===== src/rtcl_pkg.sv =====
// Constants shared by the time latch and interrupt block
package rtcl_pkg;
    // ****************************************
    // Register map
    // ****************************************
    localparam logic [4:0] ADR_HUND = 5'h00;
    localparam logic [4:0] ADR_TIME_LO = 5'h01;
    localparam logic [4:0] ADR_TIME_HI = 5'h07;
    localparam logic [4:0] ADR_ALM_LO = 5'h08;
    localparam logic [4:0] ADR_ALM_HI = 5'h0f;
    localparam logic [4:0] ADR_EVT = 5'h10;
    localparam logic [4:0] ADR_CMD = 5'h11;
    // ****************************************
    // Field positions
    // ****************************************
    localparam int EVT_ALARM_BIT = 0;
    localparam int EVT_PER_LO = 1;
    localparam int EVT_PER_HI = 6;
    localparam int EVT_ANY_BIT = 7;
    localparam int CMD_IEN_BIT = 4;
    localparam int ALM_MASK_BIT = 7;
    // ****************************************
    // Sizes and reset values
    // ****************************************
    localparam int NUM_TIME = 7;
    localparam int NUM_ALM = 8;
    localparam int NUM_PER = 6;
    localparam int BUS_W = 17;
    localparam logic [7:0] EVT_RST = 8'h00;
    localparam logic [7:0] MASK_RST = 8'h00;
    localparam logic [7:0] CMD_RST = 8'h00;
    localparam logic [7:0] RDAT_RST = 8'h00;
    localparam logic [7:0] HUND_ZERO = 8'h00;
    localparam logic [BUS_W-1:0] BUS_IDLE = 17'h1e000;
endpackage : rtcl_pkg


===== src/rtcl_sync.sv =====
// Three-stage pin synchroniser with agreement filter
`timescale 1ns/1ns
`default_nettype none
module rtcl_sync import rtcl_pkg::*; (
    // Clock and reset
    input wire logic clk,
    input wire logic rst_n,
    // Pins in, filtered level out
    input wire logic [BUS_W-1:0] pin_in,
    output logic [BUS_W-1:0] level_out
);
    typedef struct packed {
        logic [BUS_W-1:0] s1;
        logic [BUS_W-1:0] s2;
        logic [BUS_W-1:0] s3;
        logic [BUS_W-1:0] acc;
    } rtcl_sync_st_t;

    rtcl_sync_st_t st_r;
    rtcl_sync_st_t st_nxt;

    always_comb begin
        st_nxt = st_r;
        st_nxt.s1 = pin_in;
        st_nxt.s2 = st_r.s1;
        st_nxt.s3 = st_r.s2;
        // Only agreed bits move, a glitch between stages is dropped
        for (int i = 0; i < BUS_W; i++) begin
            if (st_r.s2[i] == st_r.s3[i]) begin
                st_nxt.acc[i] = st_r.s3[i];
            end
        end
    end

    always_ff @(posedge clk or negedge rst_n) begin
        if (!rst_n) begin
            st_r <= {4{BUS_IDLE}};
        end else begin
            st_r <= st_nxt;
        end
    end

    assign level_out = st_r.acc;
endmodule : rtcl_sync
`default_nettype wire


===== src/rtcl_alarm_ram.sv =====
// Alarm storage with registered read port and compare taps
`timescale 1ns/1ns
`default_nettype none
module rtcl_alarm_ram import rtcl_pkg::*; (
    // Clock and reset
    input wire logic clk,
    input wire logic rst_n,
    // Write port
    input wire logic wr_en,
    input wire logic [2:0] wr_idx,
    input wire logic [7:0] wr_data,
    // Read port
    input wire logic [2:0] rd_idx,
    output logic [7:0] rd_data,
    // All entries for the comparator
    output logic [NUM_ALM-1:0][7:0] alm_all
);
    typedef struct packed {
        logic [NUM_ALM-1:0][7:0] mem;
        logic [7:0] q;
    } rtcl_ram_st_t;

    rtcl_ram_st_t st_r;
    rtcl_ram_st_t st_nxt;

    always_comb begin
        st_nxt = st_r;
        if (wr_en) begin
            st_nxt.mem[wr_idx] = wr_data;
        end
        st_nxt.q = st_r.mem[rd_idx];
    end

    always_ff @(posedge clk or negedge rst_n) begin
        if (!rst_n) begin
            st_r <= '0;
        end else begin
            st_r <= st_nxt;
        end
    end

    assign rd_data = st_r.q;
    assign alm_all = st_r.mem;
endmodule : rtcl_alarm_ram
`default_nettype wire


===== src/rtcl_top.sv =====
// Time snapshot, alarm compare, event flags and interrupt output
// Operation
// - Reading hundredths captures hours through day into the snapshot.
// - Hundredths read returns the live counter, never latched.
// - Time register reads return snapshot, held until next hundredths read.
// - Alarm locations read back directly, no snapshot.
// - Event flags record every counter increment regardless of mask.
// - Event flag register clears right after each read.
// - D7 marks any interrupt; D0 also marks an alarm interrupt.
// - Reading event flags releases the interrupt output.
// - Periodic interrupts need enable D4 and a mask bit D1-D6.
// - Periodic interrupt fires on the next increment of an enabled counter.
// - Alarm interrupts need enable D4 and alarm mask D0.
// - Exact alarm match sets D0, D7 and turns the output on.
// - Alarm fields other than hundredths with their mask bit set match any value.
// - Masked hundredths alarm matches only when hundredths is zero.
// - Mask register written at 10H, where event flags read.
// - Mask value 08H enables only the one-second interrupt.
// - Command register lives at 11H.
`timescale 1ns/1ns
`default_nettype none
module rtcl_top import rtcl_pkg::*; (
    // Clock and reset
    input wire logic clk,
    input wire logic rst_n,
    // Processor bus pins
    input wire logic ale,
    input wire logic cs_n,
    input wire logic rd_n,
    input wire logic wr_n,
    input wire logic [4:0] addr,
    input wire logic [7:0] data_in,
    output logic [7:0] data_out,
    output logic data_oe,
    // Open-drain interrupt pin
    output logic int_out,
    output logic int_oe,
    // Live counters from the counter chain
    input wire logic [7:0] tm_hund,
    input wire logic [7:0] tm_hour,
    input wire logic [7:0] tm_min,
    input wire logic [7:0] tm_sec,
    input wire logic [7:0] tm_month,
    input wire logic [7:0] tm_date,
    input wire logic [7:0] tm_year,
    input wire logic [7:0] tm_day,
    // Increment pulses: 100Hz, 10Hz, 1s, 1min, 1h, 1day
    input wire logic [NUM_PER-1:0] per_tick,
    // Counter write port to the counter chain
    output logic cnt_wr,
    output logic [2:0] cnt_wsel,
    output logic [7:0] cnt_wdata,
    // Command register contents
    output logic [7:0] cmd_out
);
    // ****************************************
    // State
    // ****************************************
    typedef struct packed {
        logic [4:0] addr;
        logic cs;
        logic rd_prev;
        logic wr_prev;
        logic [NUM_TIME-1:0][7:0] snap;
        logic [7:0] evt;
        logic [7:0] mask;
        logic [7:0] cmd;
        logic [7:0] rdat;
        logic oe;
        logic int_on;
        logic tick_d;
        logic cnt_wr;
        logic [2:0] cnt_wsel;
        logic [7:0] cnt_wdata;
    } rtcl_st_t;

    rtcl_st_t st_r;
    rtcl_st_t st_nxt;

    // ****************************************
    // Pin synchronisation
    // ****************************************
    logic [BUS_W-1:0] bus_s;
    logic ale_s;
    logic cs_s;
    logic rd_s;
    logic wr_s;
    logic [4:0] addr_s;
    logic [7:0] din_s;

    rtcl_sync u_sync (
        .clk(clk),
        .rst_n(rst_n),
        .pin_in({ale, cs_n, rd_n, wr_n, addr, data_in}),
        .level_out(bus_s)
    );

    assign ale_s = bus_s[16];
    assign cs_s = ~bus_s[15];
    assign rd_s = ~bus_s[14];
    assign wr_s = ~bus_s[13];
    assign addr_s = bus_s[12:8];
    assign din_s = bus_s[7:0];

    // ****************************************
    // Access decode
    // ****************************************
    logic rd_go;
    logic wr_go;
    logic rd_evt;
    logic alm_wr;
    logic [7:0] alm_q;
    logic [NUM_ALM-1:0][7:0] alm_all;
    logic [NUM_ALM-1:0][7:0] live;
    logic [NUM_ALM-1:0] fld_hit;
    logic alarm_evt;
    logic per_fire;
    logic alm_fire;
    logic fire;
    logic ien;

    // Read acts on the strobe's leading edge, write on its trailing edge
    assign rd_go = st_r.cs && rd_s && !st_r.rd_prev;
    assign wr_go = st_r.cs && !wr_s && st_r.wr_prev;
    assign rd_evt = rd_go && (st_r.addr == ADR_EVT);
    assign alm_wr = wr_go && (st_r.addr >= ADR_ALM_LO) && (st_r.addr <= ADR_ALM_HI);
    assign live = {tm_day, tm_year, tm_date, tm_month, tm_sec, tm_min, tm_hour, tm_hund};
    assign ien = st_r.cmd[CMD_IEN_BIT];

    rtcl_alarm_ram u_alarm (
        .clk(clk),
        .rst_n(rst_n),
        .wr_en(alm_wr),
        .wr_idx(st_r.addr[2:0]),
        .wr_data(din_s),
        .rd_idx(st_r.addr[2:0]),
        .rd_data(alm_q),
        .alm_all(alm_all)
    );

    // ****************************************
    // Alarm comparator
    // ****************************************
    genvar gi;
    generate
        for (gi = 0; gi < NUM_ALM; gi++) begin : g_cmp
            if (gi == 0) begin : g_hund
                // Masked hundredths compares against zero
                assign fld_hit[gi] = alm_all[gi][ALM_MASK_BIT] ? (live[gi] == HUND_ZERO) :
                                     (alm_all[gi][6:0] == live[gi][6:0]);
            end else begin : g_field
                assign fld_hit[gi] = alm_all[gi][ALM_MASK_BIT] ||
                                     (alm_all[gi][6:0] == live[gi][6:0]);
            end
        end
    endgenerate

    // Counters settle one cycle after the tick, so compare then
    assign alarm_evt = st_r.tick_d && (&fld_hit);

    // ****************************************
    // Interrupt sources
    // ****************************************
    // Mask bit n+1 gates tick n; 08H thus picks the 1s tick alone
    assign per_fire = ien && |(per_tick & st_r.mask[EVT_PER_HI:EVT_PER_LO]);
    assign alm_fire = ien && st_r.mask[EVT_ALARM_BIT] && alarm_evt;
    assign fire = per_fire || alm_fire;

    // ****************************************
    // Next state
    // ****************************************
    always_comb begin
        st_nxt = st_r;
        st_nxt.rd_prev = rd_s;
        st_nxt.wr_prev = wr_s;
        st_nxt.tick_d = per_tick[0];
        st_nxt.cnt_wr = 1'b0;
        // Address latch is transparent while ALE is high
        if (ale_s) begin
            st_nxt.addr = addr_s;
            st_nxt.cs = cs_s;
        end
        // Read data
        if (rd_go) begin
            st_nxt.oe = 1'b1;
            if (st_r.addr == ADR_HUND) begin
                st_nxt.rdat = tm_hund;
                for (int i = 0; i < NUM_TIME; i++) begin
                    st_nxt.snap[i] = live[i+1];
                end
            end else if (st_r.addr <= ADR_TIME_HI) begin
                st_nxt.rdat = st_r.snap[st_r.addr[2:0] - 3'h1];
            end else if (st_r.addr <= ADR_ALM_HI) begin
                st_nxt.rdat = alm_q;
            end else if (st_r.addr == ADR_EVT) begin
                st_nxt.rdat = st_r.evt;
            end else if (st_r.addr == ADR_CMD) begin
                st_nxt.rdat = st_r.cmd;
            end else begin
                st_nxt.rdat = RDAT_RST;
            end
        end else if (!rd_s || !st_r.cs) begin
            st_nxt.oe = 1'b0;
        end
        // Writes
        if (wr_go) begin
            if (st_r.addr <= ADR_TIME_HI) begin
                st_nxt.cnt_wr = 1'b1;
                st_nxt.cnt_wsel = st_r.addr[2:0];
                st_nxt.cnt_wdata = din_s;
            end else if (st_r.addr == ADR_EVT) begin
                st_nxt.mask = din_s;
            end else if (st_r.addr == ADR_CMD) begin
                st_nxt.cmd = din_s;
            end
        end
        // Flags: clear on read, new events in the same cycle still land
        if (rd_evt) begin
            st_nxt.evt = EVT_RST;
            st_nxt.int_on = 1'b0;
        end
        st_nxt.evt[EVT_PER_HI:EVT_PER_LO] = st_nxt.evt[EVT_PER_HI:EVT_PER_LO] | per_tick;
        if (alm_fire) begin
            st_nxt.evt[EVT_ALARM_BIT] = 1'b1;
        end
        if (fire) begin
            st_nxt.evt[EVT_ANY_BIT] = 1'b1;
            st_nxt.int_on = 1'b1;
        end
    end

    always_ff @(posedge clk or negedge rst_n) begin
        if (!rst_n) begin
            st_r <= '0;
            st_r.evt <= EVT_RST;
            st_r.mask <= MASK_RST;
            st_r.cmd <= CMD_RST;
            st_r.rdat <= RDAT_RST;
        end else begin
            st_r <= st_nxt;
        end
    end

    // ****************************************
    // Outputs
    // ****************************************
    assign data_out = st_r.rdat;
    assign data_oe = st_r.oe;
    // N-channel pull-down: low whenever driven
    assign int_out = 1'b0;
    assign int_oe = st_r.int_on;
    assign cnt_wr = st_r.cnt_wr;
    assign cnt_wsel = st_r.cnt_wsel;
    assign cnt_wdata = st_r.cnt_wdata;
    assign cmd_out = st_r.cmd;
endmodule : rtcl_top
`default_nettype wire


===== config.mk =====
export PLATFORM = sky130hd
export DESIGN_NAME = rtcl_top
export DESIGN_NICKNAME = d
export VERILOG_FILES = /design/src/rtcl_pkg.sv /design/src/rtcl_sync.sv /design/src/rtcl_alarm_ram.sv /design/src/rtcl_top.sv
export SDC_FILE = /design/constraint.sdc
export NUM_CORES = 1
export LEC_CHECK = 0
export ABC_AREA = 1
export ABC_CLOCK_PERIOD_IN_PS = 2500
export BUFFER_PORTS_ARGS = -buffer_cell sky130_fd_sc_hd__buf_2
export CORE_UTILIZATION = 30
export CTS_CLUSTER_SIZE = 8
export DETAILED_ROUTE_END_ITERATION = 6
export SKIP_CTS_REPAIR_TIMING = 1
export SLEW_MARGIN = 20
export SYNTH_ARGS = -nofsm -noshare
export SYNTH_HDL_FRONTEND = slang
export SYNTH_HIERARCHICAL = 1
export SYNTH_SLANG_ARGS = --single-unit
export TNS_END_PERCENT = 5

===== constraint.sdc =====
create_clock -name clk -period 2.5 [get_ports clk]
set_input_delay 0.375 -clock clk [delete_from_list [all_inputs] [get_ports clk]]
set_output_delay 0.375 -clock clk [all_outputs]
set_load 0.02 [all_outputs]

==> metrics.md, run 1 <==
| Metric | Value |
|---|---|
| Worst r2r path cells | 11 |
| Cell count after synthesis | 1,440 |
| Min Tclk post-route | 2.25 ns |
| RR Startpoint | st_r[106]$_DFFE_PN0P_ |
| GP Congestion | 0.890 |
| I/O Pins | 120 |
| Fmax | 445 MHz |
| FF-to-FF setup slack | 0.25 ns |
| Origin of the worst setup path | st_r[106]$_DFFE_PN0P_ |
| Root Driver | clkbuf_16 |
| Row count | 72 |
| RR Endpoint | data_out[5]$_DFFE_PN0P_ |
| CP endpoint kind | flip-flop |
| Global-route wire length before repair | 53.0 mm |
| First-pass DRT Iterations | 6 |
| Final setup vio count | 0 |
| Syn Nets | 1,532 |
| Startpoint Class | flip-flop |
| Residual DRC count | 0 |
| Setup TNS | 0 ns |
| Hpwl dp | 25.6 mm |
| Vias | 9,356 |
| Synth Cell Area | 11,800 sq um |
| Drt total wl | 34.0 mm |
| Layout fillers | 4,070 |
| Full die area | 40,200 sq um |
| Synth cell types | 36 |
| CP required | 2.97 ns |
| Yosys warns | 6 |
| Final net count | 1,641 |
| Via/cell ratio | 4.49 |
| Final worst-path cycle share | 90.0% |
| Sequential-to-total area share from yosys stat | 52.9% |
| Clock sink total | 249 |
| Post-synth EDFFs | 0 |
| Max-Cap Viols | 0 |
| Final ANT Viol Nets | 0 |
| Layout Skew | 0.0177 ns |
| Post-synth top flop | dfrtp_1 |
| Gr usage total | 17.1% |
| Pleak | 7.01 nW |
| Worst setup path endpoint | data_out[5]$_DFFE_PN0P_ |
| Initial antenna violation count | 3 |
| Worst-Margin Slew | 0.702 ns |
| CTS max path bufs | 3 |
| Rel. slew slack | 53.2% |
| Vias in the first global route | 9,463 |
| Worst min-delay path category | input pin to flip-flop |
| CP Class | flip-flop to flip-flop |
| Avg WL per Cell | 16.3 microns |
| Layout cell share with drive strength beyond 1 | 14.2% |
| Gr ovfl total | 0 |
| Max H-tree Level | 2 |
| Pwr dens | 999 nW/um^2 |
| CTS tree | done |
| Initial Util | 30.5% |
| Commonest cells after routing, fill and taps aside | nand2_1 (437), dfrtp_1 (232), inv_1 (201) |
| Buffers added on ports | 118 |
| Worst-Skew Late Latency | 0.53 ns |
| #FFs+latches synth | 249 |
| Clock transition at the registers of the reported paths | 0.05 ns |
| Syn-to-layout area delta | 18.0% |
| Placement Setup Slack | 0.256 ns |
| Core area | 38,700 sq um |
| Mapped Avg Cell Area | 8.20 sq um |
| CP max FO | 17 |
| Die width | 200 microns |
| WP data arrival | 2.71 ns |
| Fraction of registers with async set/reset | 100% |
| Fin worst setup slack | 0.251 ns |
| Fin. max-slew vios | 0 |
| Die Ht | 200 microns |
| Commonest non-fill, non-tap cell in the layout | nand2_1 |
| TritonCTS buffer count | 37 |
| Drt initial violations | 679 |
| Largest net degree at the start of global routing | 67 |
| Status | finished clean |
| RSZ-0062 raised after global routing | false |
| Peak VDD IR | 0.471 mV |
| Fin. Hold Viols | 0 |
==> worst max-delay path, cell delays in order (launching register included) <==
cell and delay (ns):
dfrtp_2 0.40, inv_2 0.05, ha_1 0.49, inv_2 0.35, o21ai_0 0.14, o21ai_1 0.33, nor2_1 0.10, nor2_1 0.10
nor2_1 0.05, nand2_1 0.06, nand2_1 0.07, nand2_1 0.06
==> synth_stat cells, types with 2 or more instances <==
master    instances  area share [%]
xor2_1            8            0.59
buf_6             6            0.57
nand3_2           2            0.17
nand2_1         437              14
dfrtp_1         233              49
a22o_1            2            0.15
buf_1             2           0.064
clkbuf_1         18            0.57
nor2_2            3            0.16
nor2_1          118             3.7
nand4_1          10            0.53
inv_2             8            0.25
mux2_1           21             2.0
buf_2            14            0.59
a21oi_1          38             1.6
nor2_4            2            0.19
o21bai_1          8            0.51
buf_4            50             3.2
dfstp_2          16             3.6
o211ai_1          9            0.57
nand3b_4          2            0.34
inv_1           201             6.4
o21ai_0          89             3.8
ha_1              3            0.32
o21ai_1          57             2.4
nand3_1          52             2.2
xnor2_1          22             1.6
==> registers in the layout (all words and copies together), names as in the netlist <==
signal / cells
cnt_wsel: 3
u_sync/st_nxt: 34
st_r: 80
u_sync/level_out: 17
u_alarm/rd_data: 8
data_out: 8
data_oe: 1
cnt_wdata: 8
cmd_out: 8
u_sync/st_r: 17
u_alarm/alm_all: 64
cnt_wr: 1
==> cells by family after synthesis <==
group,share of synthesized area [%]
multiplexers,2.00
buffers and inverters,11.6
flip-flops,52.9
AND/OR/NAND/NOR,21.6
AO/OA/AOI/OAI,9.14
other,0.0317
XOR/XNOR,2.36
adder cells (fa/ha/maj),0.318
==> through the flow <==
step	utilization, %	std cells	cell area (sq um)	hold slack, ns	total power, W
finish	36.0	2082	13900	0.0673	0.0139
global route	36.0	2080	13900	0.0582	0.0148
CTS	35.5	2060	13700	-0.166	0.0140
detailed placement	32.8	2009	12700	0.336	0.00945
global placement	32.8	2009	12700	0.333	0.00937
floorplan	-	1440	11800	0.0794	0.00832
==> power by group <==
group | leakage (nW) | internal [W] | total (W) | switching [W]
Sequential | 3.06 | 0.00508 | 0.00582 | 0.000738
Combinational | 3.45 | 0.00130 | 0.00360 | 0.00229
Clock | 0.503 | 0.00274 | 0.00451 | 0.00176
Total | 7.01 | 0.00913 | 0.0139 | 0.00480
==> layout make-up <==
cell class,instances,area [sq um],area share (%)
clock buffer,47,985,7.06
tap,518,648,4.65
clock inverter,4,46.3,0.332
inverter,209,785,5.63
timing repair buffer,160,1030,7.36
multi-input combinational,892,4190,30.1
antenna,3,7.51,0.0539
sequential,249,6250,44.9
==> routing by layer <==
metal / share of wire [%] / routed length (microns) / global-route usage, %
met1: 43 / 14700 / 21.1
met2: 48 / 16500 / 29.6
met3: 5.0 / 1720 / 3.15
met4: 3.3 / 1140 / 6.71
met5: 0 / 0 / 0
==> worst min path at each step <==
| stage | to | cells after the start | start |
|---|---|---|---|
| 4_1_cts | st_r[44]$_DFF_PN0_ | 1 | rst_n |
| 6_report | st_r[78]$_DFFE_PN0P_ | 2 | tm_month[7] |
| 3_3_place_gp | u_sync/st_nxt[21]$_DFF_PN0_ | 0 | u_sync/st_nxt[38]$_DFF_PN0_ |
| 3_5_place_dp | u_sync/st_nxt[22]$_DFF_PN0_ | 0 | u_sync/st_nxt[39]$_DFF_PN0_ |
| 5_1_grt | st_r[78]$_DFFE_PN0P_ | 2 | tm_month[7] |
| 2_1_floorplan | cmd_out[0]$_DFFE_PN0P_ | 0 | rst_n |
Note: power is estimated with default switching activity, not from simulation.
==> run 2, diff against run 1 <==
Settings changed: CORE_UTILIZATION 30 to 59, GPL_TIMING_DRIVEN from default to 0, PLACE_DENSITY from default to 0.8, RECOVER_POWER from default to 50.
==> metrics.md, run 2 (synthesis results as in run 1) <==
| Metric | Value |
|---|---|
| Status | complete, but fails checks (was finished clean) |
| Failing checks | design-rule violations |
| Worst-Skew Late Latency | 0.53 ns (about the same) |
| Commonest non-fill, non-tap cell in the layout | nand2_1 (unchanged) |
| Max H-tree Level | 2 (unchanged) |
| Post-layout util | 72.2% (was 36.0%) |
| Vias in the first global route | 9,508 (was 9,463) |
| Gr usage total | 32.9% (was 17.1%) |
| Max reg flops | 80 (unchanged) |
| Fmax | 412 MHz (was 445 MHz) |
| Drt total wl | 32.7 mm (was 34.0 mm) |
| Worst min-delay path category | input pin to flip-flop (unchanged) |
| Gr ovfl total | 0 (unchanged) |
| Largest net degree at the start of global routing | 102 (was 67) |
| CP required | 2.90 ns (was 2.97 ns) |
| Placed Area | 12,800 sq um (was 12,700 sq um) |
| Fin area | 14,100 sq um (was 13,900 sq um) |
| Layout cell share with drive strength beyond 1 | 15.4% (was 14.2%) |
| Root Driver | clkbuf_16 (unchanged) |
| TritonCTS buffer count | 37 (unchanged) |
| Initial Util | 60.5% (was 30.5%) |
| Initial antenna violation count | 0 (was 3) |
| Via/cell ratio | 5.30 (was 4.49) |
| Global-route wire length before repair | 50.2 mm (was 53.0 mm) |
| Drt initial violations | 940 (was 679) |
| WP data arrival | 2.82 ns (was 2.71 ns) |
| Vias | 10,100 (was 9,356) |
| Fin. max-slew vios | 0 (unchanged) |
| CTS max path bufs | 3 (unchanged) |
| Final worst-path cycle share | 97.1% (was 90.0%) |
| Rel. slew slack | 54.4% (was 53.2%) |
| Core area | 19,500 sq um (was 38,700 sq um) |
| First-pass DRT Iterations | 7 (was 6) |
| Fin. Hold Viols | 0 (unchanged) |
| Pwr dens | 1010 nW/um^2 (was 999 nW/um^2) |
| Storage cell area | 6250 sq um (unchanged) |
| Worst-Margin Slew | 0.684 ns (was 0.702 ns) |
| GP Congestion | 0.940 (was 0.890) |
| Commonest cells after routing, fill and taps aside | nand2_1 (437), dfrtp_1 (232), inv_1 (201) (unchanged) |
| Final ANT Viol Nets | 0 (unchanged) |
| I/O Pins | 120 (unchanged) |
| Die width | 144 microns (was 200 microns) |
| Clock transition at the registers of the reported paths | 0.05 ns (about the same) |
| Full die area | 20,600 sq um (was 40,200 sq um) |
| Pleak | 7.23 nW (was 7.01 nW) |
| Buffers added on ports | 118 (unchanged) |
| CP max FO | 10 (was 17) |
| Largest reg by FF count | st_r (unchanged) |
| Final setup vio count | 0 (unchanged) |
| Area of the multi-input gates | 4200 sq um (was 4190 sq um) |
| Startpoint Class | flip-flop (unchanged) |
| Syn-to-layout area delta | 19.3% (was 18.0%) |
| Final net count | 1,712 (was 1,641) |
| Residual DRC count | 6 (was 0) |
| Clock sink total | 249 (unchanged) |
| Avg WL per Cell | 17.2 microns (was 16.3 microns) |
| Layout Skew | 0.0124 ns (was 0.0177 ns) |
| Die Ht | 144 microns (was 200 microns) |
| CP Class | flip-flop to flip-flop (unchanged) |
| CTS tree | done (unchanged) |
| CP endpoint kind | flip-flop (unchanged) |
| Row count | 51 (was 72) |
| Peak VDD IR | 0.653 mV (was 0.471 mV) |
| Layout fillers | 1,532 (was 4,070) |
| Max-Cap Viols | 0 (unchanged) |
| Hpwl dp | 23.9 mm (was 25.6 mm) |
| Min Tclk post-route | 2.43 ns (was 2.25 ns) |
-- run 2: changes by cell type in the layout (fill, tap and decap cells not counted), moves of 3 or more --
cell	previous run	this run
buf_12	5	0
buf_16	0	3
buf_2	117	114
buf_4	18	51
buf_6	0	8
clkbuf_1	9	49
dfstp_1	0	7
dfstp_2	16	9
-- run 2: report_power, final --
group / leakage, nW / internal [W] / total (W) / switching [W]
clock network: 0.507 / 0.00274 / 0.00452 / 0.00178
registers: 3.05 / 0.00508 / 0.00583 / 0.000748
logic: 3.67 / 0.00153 / 0.00390 / 0.00238
-- run 2: worst paths after layout --
path                            slack [ns]                     endpoint                   startpoint  cells past startpoint
worst max-delay path                  0.07       cmd_out[6]$_DFFE_PN0P_        st_r[106]$_DFFE_PN0P_                     10
worst min-delay path                  0.06         st_r[78]$_DFFE_PN0P_                  tm_month[7]                      2
worst max register to register        0.07       cmd_out[6]$_DFFE_PN0P_        st_r[106]$_DFFE_PN0P_                     10
worst min register to register        0.34  u_sync/st_nxt[17]$_DFF_PN0_  u_sync/st_nxt[34]$_DFF_PN0_                      0
max in group asynchronous             0.46  u_sync/st_nxt[22]$_DFF_PN0_                        rst_n                      5
min in group asynchronous             0.41         st_r[87]$_DFFE_PN0P_                        rst_n                      2
-- run 2: critical path, cell delays in order (launching register included) --
cell and delay [ns]:
dfrtp_2 0.39, buf_6 0.16, inv_2 0.06, buf_8 0.15, ha_2 0.24, nor2_1 0.41
nand3_1 0.22, nand3b_4 0.26, buf_2 0.21, nand2_1 0.10, o21ai_1 0.09
-- run 2: metal layers --
metal / global-route usage (%) / wire (microns)
met1: 43.4 / 13300
met4: 14.1 / 1140
met5: 0 / 0
met2: 53.2 / 15500
met3: 6.20 / 2790
-- run 2: cell type report --
cell class / instances / share of cell area [%]
clock inverter: 4 / 0.533
multi-input combinational: 892 / 29.8
inverter: 209 / 5.60
buffer: 90 / 4.34
antenna: 1 / 0.0178
tap: 265 / 2.35
sequential: 249 / 44.4
clock buffer: 53 / 6.99
timing repair buffer: 141 / 6.02
-- run 2: metrics by stage --
stage / hold WS, ns / total power (W) / TNS (ns) / setup WS, ns / instances
floorplan: 0.0794 / 0.00832 / 0 / 0.275 / 1440
detailed placement: 0.183 / 0.00962 / -28.70 / -0.609 / 1826
CTS: -0.363 / 0.0142 / -33.24 / -0.702 / 1883
finish: 0.0649 / 0.0143 / 0 / 0.0732 / 1904
global route: 0.0651 / 0.0150 / -0.00186 / -0.00186 / 1903
global placement: 0.332 / 0.00944 / -778.87 / -3.16 / 1823
==> run 3, diff against run 2 <==
==> constraint.sdc (replaced) <==
create_clock -name clk -period 2.5 [get_ports clk]
set_input_delay 0.25 -clock clk [delete_from_list [all_inputs] [get_ports clk]]
set_output_delay 0.25 -clock clk [all_outputs]
set_load 0.02 [all_outputs]
==> metrics.md, run 3 (synthesis results as in run 1) <==
| Metric | Value |
|---|---|
| Status | finished clean (was complete, but fails checks) |
| Fmax | 413 MHz (was 412 MHz) |
| WP data arrival | 2.81 ns (was 2.82 ns) |
| Worst Hold Depth | 3 (was 2) |
| Critical-path top delay cell | dfrtp_2 (was nor2_1) |
| Max H-tree Level | 2 (unchanged) |
| CP required | 2.89 ns (was 2.90 ns) |
| Met3 GRT Util | 6.20% (unchanged) |
| Buffers added on ports | 118 (unchanged) |
| FF-to-FF setup slack | 0.08 ns (was 0.07 ns) |
| Via/cell ratio | 5.29 (was 5.30) |
| Clock sink total | 249 (unchanged) |
| Commonest non-fill, non-tap cell in the layout | nand2_1 (unchanged) |
| GP Congestion | 0.940 (unchanged) |
| Drt initial violations | 935 (was 940) |
| Max-Cap Viols | 0 (unchanged) |
| CP endpoint kind | flip-flop (unchanged) |
| I/O Pins | 120 (unchanged) |
| Worst r2r path cells | 10 (unchanged) |
| Vias | 10,100 (about the same) |
| # placed instances | 1,826 (unchanged) |
| Avg WL per Cell | 17.3 microns (was 17.2 microns) |
| Hpwl dp | 23.9 mm (unchanged) |
| Fin cells | 1,914 (was 1,904) |
| Critical-path cell list | buf_6 > inv_2 > buf_8 > ha_2 > nor2_1 > nand3_1 > nand3b_4 > buf_2 > nand2_1 > o21ai_1 (unchanged) |
| Setup TNS | 0 ns (unchanged) |
| Layout cell share with drive strength beyond 1 | 15.3% (was 15.4%) |
| Global-route wire length before repair | 50.2 mm (unchanged) |
| Gr usage total | 32.9% (unchanged) |
| WP buf/inv | 4 (unchanged) |
| Fin. max-slew vios | 0 (unchanged) |
| Fin. Hold Viols | 0 (unchanged) |
| TritonCTS buffer count | 37 (unchanged) |
| Layout Skew | 0.0155 ns (was 0.0124 ns) |
| Die Ht | 144 microns (unchanged) |
| CP max FO | 10 (unchanged) |
| Final worst-path cycle share | 96.9% (was 97.1%) |
| Min Tclk post-route | 2.42 ns (was 2.43 ns) |
| Die width | 144 microns (unchanged) |
| Met1 usage in global routing | 43.4% (unchanged) |
| Worst path top cell family by delay | simple AND/OR/NAND/NOR gates (unchanged) |
| CP Depth | 10 (unchanged) |
| Root Driver | clkbuf_16 (unchanged) |
| Gr ovfl total | 0 (unchanged) |
| First-pass DRT Iterations | 7 (unchanged) |
| Initial antenna violation count | 0 (unchanged) |
| Largest reg by FF count | st_r (unchanged) |
| CTS tree | done (unchanged) |
| Pleak | 7.27 nW (was 7.23 nW) |
| Final setup vio count | 0 (unchanged) |
| GR Layer Usage met2 | 53.2% (unchanged) |
| Residual DRC count | 0 (was 6) |
| Worst path max stage delay | 0.40 ns (was 0.41 ns) |
| Pwr Total | 0.0143 W (about the same) |
| Antenna Cells | 0 (was 1) |
| Pwr dens | 1010 nW/um^2 (about the same) |
| Final ANT Viol Nets | 0 (unchanged) |
| Core area | 19,500 sq um (unchanged) |
| Full die area | 20,600 sq um (unchanged) |
| Worst-Skew Late Latency | 0.53 ns (about the same) |
| Rel. slew slack | 54.2% (was 54.4%) |
| Vias in the first global route | 9,508 (unchanged) |
| Peak VDD IR | 0.653 mV (about the same) |
| Drt total wl | 33.2 mm (was 32.7 mm) |
| Layout fillers | 1,517 (was 1,532) |
| Startpoint Class | flip-flop (unchanged) |
| CTS max path bufs | 3 (unchanged) |
| Initial Util | 60.5% (unchanged) |
| Final net count | 1,723 (was 1,712) |
| CP Class | flip-flop to flip-flop (unchanged) |
| Worst min-delay path category | input pin to flip-flop (unchanged) |
| Commonest cells after routing, fill and taps aside | nand2_1 (437), dfrtp_1 (232), inv_1 (201) (unchanged) |
| Gr busiest metal | met2 (unchanged) |
| Clock transition at the registers of the reported paths | 0.05 ns (about the same) |
| Row count | 51 (unchanged) |
| Worst-Margin Slew | 0.687 ns (was 0.684 ns) |
| Max reg flops | 80 (unchanged) |
| Largest net degree at the start of global routing | 102 (unchanged) |
| Syn-to-layout area delta | 20.2% (was 19.3%) |
-- run 3: final cells by class --
| type | instances | area, sq um | share of cell area [%] |
|---|---|---|---|
| Sequential cell | 249 | 6250 | 44.0 |
| Tap cell | 265 | 332 | 2.33 |
| Multi-Input combinational cell | 892 | 4200 | 29.6 |
| Clock inverter | 4 | 75.1 | 0.528 |
| Inverter | 209 | 790 | 5.56 |
| Clock buffer | 53 | 986 | 6.94 |
| Buffer | 90 | 612 | 4.31 |
| Timing Repair Buffer | 152 | 958 | 6.75 |
-- run 3: routing by layer --
| metal | up-vias | routed length (microns) | part of all wire, % |
|---|---|---|---|
| met5 | - | 0 | 0 |
| met4 | 0 | 1250 | 3.8 |
| met3 | 99 | 2740 | 8.3 |
| met2 | 448 | 15800 | 47 |
| met1 | 4789 | 13400 | 40 |
| li1 | 4788 | - | - |
-- run 3: path summary, 6_finish.rpt --
check	from	to
min reg2reg	u_sync/st_nxt[34]$_DFF_PN0_	u_sync/st_nxt[17]$_DFF_PN0_
max	st_r[106]$_DFFE_PN0P_	cmd_out[6]$_DFFE_PN0P_
max in group asynchronous	rst_n	u_sync/st_nxt[22]$_DFF_PN0_
max reg2reg	st_r[106]$_DFFE_PN0P_	cmd_out[6]$_DFFE_PN0P_
min	tm_year[7]	st_r[94]$_DFFE_PN0P_
min in group asynchronous	rst_n	st_r[87]$_DFFE_PN0P_
-- run 3: worst register-to-register path, stage by stage (launching register included) --
cell      delay (ns)
dfrtp_2         0.40
buf_6           0.16
inv_2           0.06
buf_8           0.15
ha_2            0.24
nor2_1          0.40
nand3_1         0.22
nand3b_4        0.26
buf_2           0.21
nand2_1         0.10
o21ai_1         0.09
-- run 3: report_power, final --
| part | switching, W | internal [W] |
|---|---|---|
| sequential | 0.000755 | 0.00508 |
| combinational | 0.00239 | 0.00154 |
| clock | 0.00178 | 0.00274 |
-- run 3: metrics by stage --
step / worst slack (ns) / area [sq um] / utilization [%] / hold WS, ns
2_1_floorplan: 0.275 / 11800 / - / -0.0456
3_3_place_gp: -3.04 / 12700 / 65.2 / 0.332
3_5_place_dp: -0.609 / 12800 / 65.7 / 0.0584
4_1_cts: -0.702 / 13900 / 71.1 / -0.488
5_1_grt: -0.00691 / 14200 / 72.7 / 0.00567
6_report: 0.0786 / 14200 / 72.7 / 0.00251
